**src/spi_dac_adc_defs.vh**
```
// Constants for the serial command logic of the converter channel block.
// Assumes it is included by its bare name from the design files.
`ifndef SPI_DAC_ADC_DEFS_VH
`define SPI_DAC_ADC_DEFS_VH

// Frame and word geometry.
`define WORD_BITS 16
`define BIT_COUNT_BITS 5
`define CHANNELS 8
`define CHANNEL_BITS 3
`define DATA_BITS 12

// Command word fields.
`define CMD_DATA_FLAG 15
`define CMD_ADDR_HI 14
`define CMD_ADDR_LO 11
`define CMD_CH_HI 14
`define CMD_CH_LO 12
`define CMD_DATA_HI 11
`define CMD_DATA_LO 0
`define CMD_PINS_HI 7
`define CMD_PINS_LO 0

// Control register address field values.
`define ADDR_READBACK 4'h1
`define ADDR_SEQUENCE 4'h2
`define ADDR_PIN_SELECT 4'h5
`define ADDR_LOAD_MODE 4'h7

// Readback control fields.
`define RB_EN_HI 4
`define RB_EN_LO 3
`define RB_EN_ON 2'h3
`define RB_CH_HI 2
`define RB_CH_LO 0

// Sequence register fields.
`define SEQ_REPEAT 9
`define SEQ_TEMP 8

// Load mode field and its encodings.
`define LOAD_HI 1
`define LOAD_LO 0
`define LOAD_AUTO 2'h0
`define LOAD_HOLD 2'h1
`define LOAD_ALL 2'h2

// Reset values.
`define PIN_SELECT_RESET 8'h00
`define LOAD_MODE_RESET 2'h0
`define DAC_DATA_RESET 12'h000

// Command buffer depth.
`define FIFO_DEPTH 8
`define FIFO_PTR_BITS 3

`endif

```
**src/word_fifo.v**
```verilog
// Synchronous FIFO with valid and ready on both sides.
// Assumes one clock, a synchronous active-high reset and a clock enable.
`timescale 1ns/100ps

module word_fifo #(
  parameter WIDTH = 16,
  parameter DEPTH = 8,
  parameter PTR_BITS = 3
) (
  input wire core_clk,
  input wire reset,
  input wire clk_en,
  input wire [WIDTH-1:0] in_data,
  input wire in_valid,
  output wire in_ready,
  output wire [WIDTH-1:0] out_data,
  output wire out_valid,
  input wire out_ready
);

  reg [WIDTH-1:0] store [0:DEPTH-1];
  reg [PTR_BITS-1:0] wr_ptr;
  reg [PTR_BITS-1:0] rd_ptr;
  reg [PTR_BITS:0] count;
  wire push;
  wire pop;

  assign in_ready = (count != DEPTH[PTR_BITS:0]);
  assign out_valid = (count != {(PTR_BITS+1){1'b0}});
  assign out_data = store[rd_ptr];
  assign push = in_valid && in_ready;
  assign pop = out_valid && out_ready;

  always @(posedge core_clk) begin
    if (reset) begin
      wr_ptr <= {PTR_BITS{1'b0}};
      rd_ptr <= {PTR_BITS{1'b0}};
      count <= {(PTR_BITS+1){1'b0}};
    end else if (clk_en) begin
      if (push) begin
        store[wr_ptr] <= in_data;
        wr_ptr <= wr_ptr + 1'b1;
      end
      if (pop) begin
        rd_ptr <= rd_ptr + 1'b1;
      end
      if (push && !pop) begin
        count <= count + 1'b1;
      end else if (pop && !push) begin
        count <= count - 1'b1;
      end
    end
  end

endmodule // word_fifo

```
**src/spi_dac_adc_channel_control.v**
```verilog
// Serial command interpreter for an eight-channel DAC/ADC converter.
// Assumes frame select, serial clock and serial data arrive asynchronously
// from an external host, and that the converter core runs on core_clk.
`timescale 1ns/100ps
`include "spi_dac_adc_defs.vh"

module spi_dac_adc_channel_control (
  input wire core_clk,
  input wire reset,
  input wire clk_en,
  input wire frame_sel_n,
  input wire serial_clk,
  input wire serial_in,
  output wire serial_out,
  output wire serial_out_oe_n,
  input wire write_all_enable,
  input wire busy_indicator_enable,
  output wire busy_pin,
  output wire busy_pin_oe_n,
  output reg [7:0] analog_output_pin_bits,
  output wire [95:0] analog_output_levels,
  output reg [1:0] output_load_mode,
  output reg [7:0] analog_input_channel_bits,
  output reg sequence_repeat,
  output reg sequence_temp,
  output reg sequence_active,
  output reg conv_start,
  output reg [2:0] conv_channel,
  input wire conv_done,
  input wire [11:0] conv_result,
  output reg word_dropped
);

  // Two-stage synchronisers plus one history stage for edge detection.
  reg [1:0] sync_sel;
  reg [1:0] sync_clk;
  reg [1:0] sync_din;
  reg sel_last;
  reg clk_last;
  wire sel_fall;
  wire sel_rise;
  wire clk_rise;
  wire clk_fall;

  always @(posedge core_clk) begin
    if (reset) begin
      sync_sel <= 2'h3;
      sync_clk <= 2'h0;
      sync_din <= 2'h0;
      sel_last <= 1'b1;
      clk_last <= 1'b0;
    end else if (clk_en) begin
      sync_sel <= {sync_sel[0], frame_sel_n};
      sync_clk <= {sync_clk[0], serial_clk};
      sync_din <= {sync_din[0], serial_in};
      sel_last <= sync_sel[1];
      clk_last <= sync_clk[1];
    end
  end

  assign sel_fall = sel_last && !sync_sel[1];
  assign sel_rise = !sel_last && sync_sel[1];
  assign clk_rise = !sync_sel[1] && !clk_last && sync_clk[1];
  assign clk_fall = !sync_sel[1] && clk_last && !sync_clk[1];

  // Receive and transmit shifters.
  reg [15:0] rx_shift;
  reg [4:0] rx_count;
  reg [15:0] tx_shift;
  reg tx_drive;
  wire fifo_in_ready;
  wire [15:0] cmd_word;
  wire cmd_valid;
  wire cmd_ready;
  wire frame_done;

  assign frame_done = sel_rise && (rx_count == 5'h10);

  // Input and output register banks of the analog outputs.
  reg [11:0] dac_input [0:7];
  reg [11:0] dac_output [0:7];

  // Readback state.
  reg readback_enable;
  reg [2:0] readback_channel;

  // Sequence state.
  reg [2:0] seq_next;
  reg result_pending;
  reg result_ready;
  reg [2:0] result_channel;
  reg [11:0] result_data;
  reg converting;
  reg stop_after_result;

  // Lowest selected channel at or above a start index, with found flag.
  function [3:0] find_from;
    input [7:0] mask;
    input [3:0] start;
    integer i;
    reg found;
    reg [2:0] idx;
    begin
      found = 1'b0;
      idx = 3'h0;
      for (i = 7; i >= 0; i = i - 1) begin
        if (mask[i] && (i >= start)) begin
          found = 1'b1;
          idx = i[2:0];
        end
      end
      find_from = {found, idx};
    end
  endfunction

  wire [3:0] seq_after;
  wire [3:0] seq_first;
  assign seq_after = find_from(analog_input_channel_bits,
                               {1'b0, seq_next} + 4'h1);
  assign seq_first = find_from(analog_input_channel_bits, 4'h0);

  always @(posedge core_clk) begin
    if (reset) begin
      rx_shift <= 16'h0000;
      rx_count <= 5'h00;
      tx_shift <= 16'h0000;
      tx_drive <= 1'b0;
      word_dropped <= 1'b0;
    end else if (clk_en) begin
      word_dropped <= frame_done && !fifo_in_ready;
      if (sel_fall) begin
        rx_count <= 5'h00;
        tx_drive <= 1'b0;
        if (sequence_active && result_pending && result_ready) begin
          tx_shift <= {1'b0, result_channel, result_data};
          tx_drive <= 1'b1;
        end else if (sequence_active) begin
          // The first frame of a sequence has no result to return.
          tx_shift <= 16'h0000;
          tx_drive <= 1'b1;
        end else if (readback_enable) begin
          tx_shift <= {1'b1, readback_channel,
                       dac_input[readback_channel]};
          tx_drive <= 1'b1;
        end
      end else if (sel_rise) begin
        tx_drive <= 1'b0;
      end else begin
        if (clk_rise && (rx_count != 5'h10)) begin
          rx_shift <= {rx_shift[14:0], sync_din[1]};
          rx_count <= rx_count + 5'h01;
        end
        if (clk_fall) begin
          tx_shift <= {tx_shift[14:0], 1'b0};
        end
      end
    end
  end

  assign serial_out = tx_shift[15];
  assign serial_out_oe_n = !(tx_drive && !sync_sel[1]);

  word_fifo #(
    .WIDTH(`WORD_BITS),
    .DEPTH(`FIFO_DEPTH),
    .PTR_BITS(`FIFO_PTR_BITS)
  ) cmd_fifo (
    .core_clk(core_clk),
    .reset(reset),
    .clk_en(clk_en),
    .in_data(rx_shift),
    .in_valid(frame_done),
    .in_ready(fifo_in_ready),
    .out_data(cmd_word),
    .out_valid(cmd_valid),
    .out_ready(cmd_ready)
  );

  // Broadcast writes walk the eight channels one per cycle and stall the
  // command stream meanwhile.
  reg bcast_busy;
  reg [2:0] bcast_index;
  reg [11:0] bcast_data;
  wire cmd_take;
  wire is_data;
  wire [3:0] cmd_addr;
  wire [2:0] cmd_channel;
  wire [11:0] cmd_value;
  wire [1:0] cmd_mode;

  assign cmd_ready = !bcast_busy;
  assign cmd_take = cmd_valid && cmd_ready;
  assign is_data = cmd_word[`CMD_DATA_FLAG];
  assign cmd_addr = cmd_word[`CMD_ADDR_HI:`CMD_ADDR_LO];
  assign cmd_channel = cmd_word[`CMD_CH_HI:`CMD_CH_LO];
  assign cmd_value = cmd_word[`CMD_DATA_HI:`CMD_DATA_LO];
  assign cmd_mode = cmd_word[`LOAD_HI:`LOAD_LO];

  integer k;

  always @(posedge core_clk) begin
    if (reset) begin
      analog_output_pin_bits <= `PIN_SELECT_RESET;
      output_load_mode <= `LOAD_MODE_RESET;
      readback_enable <= 1'b0;
      readback_channel <= 3'h0;
      bcast_busy <= 1'b0;
      bcast_index <= 3'h0;
      bcast_data <= `DAC_DATA_RESET;
      for (k = 0; k < `CHANNELS; k = k + 1) begin
        dac_input[k] <= `DAC_DATA_RESET;
        dac_output[k] <= `DAC_DATA_RESET;
      end
    end else if (clk_en) begin
      if (sel_fall && readback_enable && !sequence_active) begin
        // Readback returns one word and then falls back to disabled.
        readback_enable <= 1'b0;
      end
      if (bcast_busy) begin
        if (analog_output_pin_bits[bcast_index]) begin
          dac_input[bcast_index] <= bcast_data;
          if (output_load_mode == `LOAD_AUTO) begin
            dac_output[bcast_index] <= bcast_data;
          end
        end
        bcast_index <= bcast_index + 3'h1;
        if (bcast_index == 3'h7) begin
          bcast_busy <= 1'b0;
        end
      end else if (cmd_take && is_data) begin
        if (write_all_enable) begin
          bcast_busy <= 1'b1;
          bcast_index <= 3'h0;
          bcast_data <= cmd_value;
        end else begin
          dac_input[cmd_channel] <= cmd_value;
          if (output_load_mode == `LOAD_AUTO) begin
            dac_output[cmd_channel] <= cmd_value;
          end
        end
      end else if (cmd_take && (cmd_addr == `ADDR_PIN_SELECT)) begin
        analog_output_pin_bits <=
          cmd_word[`CMD_PINS_HI:`CMD_PINS_LO];
      end else if (cmd_take && (cmd_addr == `ADDR_READBACK)) begin
        readback_enable <=
          (cmd_word[`RB_EN_HI:`RB_EN_LO] == `RB_EN_ON);
        readback_channel <= cmd_word[`RB_CH_HI:`RB_CH_LO];
      end else if (cmd_take && (cmd_addr == `ADDR_LOAD_MODE)) begin
        if (cmd_mode == `LOAD_ALL) begin
          for (k = 0; k < `CHANNELS; k = k + 1) begin
            dac_output[k] <= dac_input[k];
          end
          // Stored mode is left as it was, so 01 comes back as 01.
        end else if (cmd_mode == `LOAD_AUTO || cmd_mode == `LOAD_HOLD) begin
          output_load_mode <= cmd_mode;
        end
      end
    end
  end

  genvar g;
  generate
    for (g = 0; g < `CHANNELS; g = g + 1) begin : level_out
      assign analog_output_levels[g*12 +: 12] = dac_output[g];
    end
  endgenerate

  // Conversion sequencer.
  wire seq_write;
  wire [3:0] seq_cmd_first;
  assign seq_write = cmd_take && !is_data && (cmd_addr == `ADDR_SEQUENCE);
  assign seq_cmd_first = find_from(cmd_word[7:0], 4'h0);

  always @(posedge core_clk) begin
    if (reset) begin
      analog_input_channel_bits <= 8'h00;
      sequence_repeat <= 1'b0;
      sequence_temp <= 1'b0;
      sequence_active <= 1'b0;
      seq_next <= 3'h0;
      result_pending <= 1'b0;
      result_ready <= 1'b0;
      result_channel <= 3'h0;
      result_data <= 12'h000;
      converting <= 1'b0;
      stop_after_result <= 1'b0;
      conv_start <= 1'b0;
      conv_channel <= 3'h0;
    end else if (clk_en) begin
      conv_start <= 1'b0;
      if (conv_done && converting) begin
        converting <= 1'b0;
        result_ready <= 1'b1;
        result_data <= conv_result;
      end
      if (seq_write) begin
        analog_input_channel_bits <= cmd_word[7:0];
        sequence_repeat <= cmd_word[`SEQ_REPEAT];
        sequence_temp <= cmd_word[`SEQ_TEMP];
        sequence_active <= (cmd_word[7:0] != 8'h00);
        seq_next <= seq_cmd_first[2:0];
        result_pending <= 1'b0;
        stop_after_result <= 1'b0;
      end else if (sel_fall && sequence_active) begin
        if (stop_after_result) begin
          // Last result goes out in this frame; the converter then idles and floats.
          sequence_active <= 1'b0;
          result_pending <= 1'b0;
        end else begin
          conv_start <= 1'b1;
          conv_channel <= seq_next;
          converting <= 1'b1;
          result_ready <= 1'b0;
          result_pending <= 1'b1;
          result_channel <= seq_next;
          if (seq_after[3]) begin
            seq_next <= seq_after[2:0];
          end else if (sequence_repeat) begin
            seq_next <= seq_first[2:0];
          end else begin
            stop_after_result <= 1'b1;
          end
        end
      end
    end
  end

  // Busy indicator on pin 7: low during a conversion, high otherwise.
  assign busy_pin = !converting;
  assign busy_pin_oe_n = !busy_indicator_enable;

endmodule // spi_dac_adc_channel_control

```
**config.mk**
```make
export PLATFORM = sky130hd
export DESIGN_NAME = spi_dac_adc_channel_control
export DESIGN_NICKNAME = d
export VERILOG_FILES = /design/src/word_fifo.v /design/src/spi_dac_adc_channel_control.v
export VERILOG_INCLUDE_DIRS = /design/src
export SDC_FILE = /design/constraint.sdc
export NUM_CORES = 1
export LEC_CHECK = 0
export CAP_MARGIN = 20
export CORE_MARGIN = 5
export CORE_UTILIZATION = 40
export DETAILED_ROUTE_END_ITERATION = 8
export DONT_BUFFER_PORTS = 1
export HOLD_SLACK_MARGIN = 0.05
export PLACE_DENSITY = 0.54
export SETUP_SLACK_MARGIN = 0.15
export SLEW_MARGIN = 30
export SYNTH_ARGS = -nofsm -noshare
export SYNTH_HDL_FRONTEND = slang
export SYNTH_SLANG_ARGS = --single-unit
```
**constraint.sdc**
```tcl
create_clock -name core_clk -period 4.35 [get_ports core_clk]
set_input_delay 0.435 -clock core_clk [delete_from_list [all_inputs] [get_ports core_clk]]
set_output_delay 0.435 -clock core_clk [all_outputs]
set_load 0.01 [all_outputs]
```
==> results.yml <==
status:
  status: "complete, no violations"
cts:
  numCtsBuffers: 49
  tritoncts: "done"
  clock_latency_ps: 590
  clockRootBuffer: "clkbuf_16"
  ctsHoldBuffers: 19
  clkSinkCount: 447
  cts_setup_buffers: 0
  htreeDepth: 2
  clk_pin_slew_worst_paths_ps: 60
  ctsLongestPathBuffers: 3
  cts_resized: 0
detailed_routing:
  viasPerCell: 5.53
  drtIter0Drc: 993
  wl_per_cell_um: 24.0
  ant_nets: 0
  wl_um: 52800
  num_vias: 12130
  drc: 0
  drt_first_pass_iters: 5
global_route:
  grt_usage_pct: 19.7
  grt_pass1_wl_um: 78500
  antenna_found_initial: 0
  first_global_vias: 11948
  grt_start_max_net_pins: 112
  grt_overflow_total: 0
cells_and_area:
  nFillCells: 4316
  multi_input_area_mm2: 0.00654
  fin_cells: 2194
  seqCellArea_mm2: 0.0122
  nets: 1574
  post-route-cell-area_mm2: 0.0220
  diodes: 0
  syn2layout_area_growth_pct: 14.3
  drive_gt1_share_pct: 14.7
critical_path:
  worstRegToRegCells: 7
  worstPathRequired_ps: 4580
  r2r_slack_ps: 450
  crit_path_start_kind: "flop"
  cp_data_arrival_time_ps: 4130
  critPathKind: "reg2reg"
  end_kind: "flop"
  cp_max_fo: 24
min_path:
  min_path_cells: 3
  hold_path_class: "in2reg"
power:
  p_clk_share_pct: 42.3
  p_seq_share_pct: 49.1
  p_switching_mw: 2.37
  max-vdd-ir-drop_mv: 0.323
  p_leak_nw: 7.75
  p_int_mw: 7.48
  combPwrFrac_pct: 8.6
  switching_share_pct: 24.1
  p_per_area_mw_per_mm2: 448
die:
  start_util_pct: 40.3
  pin_count: 147
  die_y_um: 229
  core_mm2: 0.0476
  fp.dieArea_mm2: 0.0525
  rows: 80
  die_x_um: 229
synthesis:
  async_flop_share_pct: 0
  synthFlopType: "edfxtp_1"
  synth_enable_flop_cells: 320
  syn_inst: 1493
  yosys_warnings: 0
  synth_seq_area_share_pct: 63.3
  synthDistinctLibCells: 69
  ys_ff_latch: 447
  synth_area_per_cell_um2: 12.9
  synth_top_cell_by_area: "edfxtp_1"
  yosys-top-cells-area: "edfxtp_1, dfxtp_1, mux4_2, mux2i_1, nor2_1"
  synth.net_count: 1529
  synth_top_area_share_pct: 50.0
  syn_area_mm2: 0.0192
place:
  hpwl_um: 36200
  dpl_cell_area_mm2: 0.0201
  io_buffer_count: 0
  dp.cells: 2083
  gp_congestion: 0.843
sta:
  grt_setup_unrepaired: "false"
  finalSetupViolations: 0
  tightest_slew_ps: 913
  hold_violations: 0
  timing.final.crit_period_ps: 3900
  slew-limit-headroom_pct: 37.4
  fmax_mhz: 256
  whs_ps: 92.9
  period_share_pct: 89.7
  setup-tns-final_ps: 0
  clock_skew_ps: 29.4
  final_max_slew_viol_count: 0
job:
  max_cap_violations: 0
cells by family after synthesis:
group                    count (synthesis)  synth area share [%]
AND/OR/NAND/NOR                        484                  10.8
flip-flops                             447                  63.3
AO/OA/AOI/OAI                          230                  8.20
multiplexers                           181                  13.2
buffers and inverters                  122                  2.88
adder cells (fa/ha/maj)                 16                  1.07
XOR/XNOR                                13                 0.593
area by class of cell:
type / instances / share of cell area [%]
Sequential cell: 447 / 55.4
Multi-Input combinational cell: 924 / 29.8
Clock buffer: 65 / 6.09
Tap cell: 615 / 3.51
Timing Repair Buffer: 90 / 3.43
Clock inverter: 27 / 1.37
Inverter: 26 / 0.445
state kept, by name, indices dropped and copies added (netlist names), 2 cells and up, named ones only:
name,count
output_load_mode,2
dac_input,96
result_data,12
analog_input_channel_bits,8
seq_next,3
cmd_fifo.store,128
sync_sel,2
analog_output_pin_bits,8
readback_channel,3
cmd_fifo.rd_ptr,3
cmd_fifo.wr_ptr,3
dac_output,96
tx_shift,16
result_channel,3
rx_count,5
sync_din,2
bcast_data,12
sync_clk,2
cmd_fifo.count,4
bcast_index,3
rx_shift,16
worst paths after layout:
| check | startpoint | end |
|---|---|---|
| hold reg to reg | tx_shift[5]$_SDFFE_PP0P_ | tx_shift[5]$_SDFFE_PP0P_ |
| hold / removal | clk_en | converting$_SDFFE_PP0P_ |
| setup reg to reg | flop | dac_output[0][4]$_DFFE_PP_ |
| setup / recovery | flop | dac_output[0][4]$_DFFE_PP_ |
cell usage in the layout (no fill, tap or decap), types with 11 or more instances in the layout:
master	count
o21ai_0	22
clkbuf_1	12
mux2i_1	106
nand3_1	22
ha_1	14
clkbuf_16	50
nand2_1	162
nor2_1	228
o211ai_1	11
dfxtp_1	125
nor3_1	14
edfxtp_1	320
mux4_2	55
a21oi_1	78
inv_1	25
buf_4	70
mux2_2	17
dlygate4sd3_1	18
o2bb2ai_1	74
cells in the mapped netlist, types with 6 or more instances:
cell       count
buf_2         28
o211ai_1      11
nor3_1        15
a21oi_1       78
nand2_1      162
clkbuf_1      56
ha_1          14
nand2b_1       7
nor2b_1        6
mux2_2        17
mux4_2        55
nor3b_1        9
nand3_1       22
mux2i_1      107
a31oi_1        8
o21ai_0       22
inv_1         25
dfxtp_1      127
nor2_1       228
xor2_1         8
edfxtp_1     320
a211oi_1       8
o2bb2ai_1     74
metrics by stage:
stage	utilization [%]	total power, mW	setup slack [ps]
3_5_place_dp	42.2	5.74	469
4_1_cts	46.1	9.96	493
2_1_floorplan	-	5.51	905
5_1_grt	46.1	10.2	176
6_report	46.1	9.85	449
3_3_place_gp	42.2	5.73	562
worst max-delay path, cell delays in order, from the launching register on:
cell     delay [ps]
dfxtp_1         880
nor2_1           80
a22oi_1         260
and3_1          390
nand3_1         400
o22ai_1         590
nand2_1         450
nand2_1         500
layer usage:
layer | up-vias | GRT usage [%] | part of all wire, %
li1 | 5613 | - | -
met1 | 5988 | 26.4 | 43
met2 | 432 | 32.0 | 47
met3 | 97 | 3.53 | 6.0
met4 | 0 | 7.80 | 3.9
met5 | - | 0 | 0
power by group through the flow:
stage	Clock, mW	Combinational [mW]	Sequential (mW)
global placement	0	0.809	4.92
global route	4.45	0.934	4.85
detailed placement	0	0.812	4.93
finish	4.16	0.847	4.83
CTS	4.27	0.853	4.84
floorplan	0	0.686	4.83
Power figures use the tool's default switching activity.
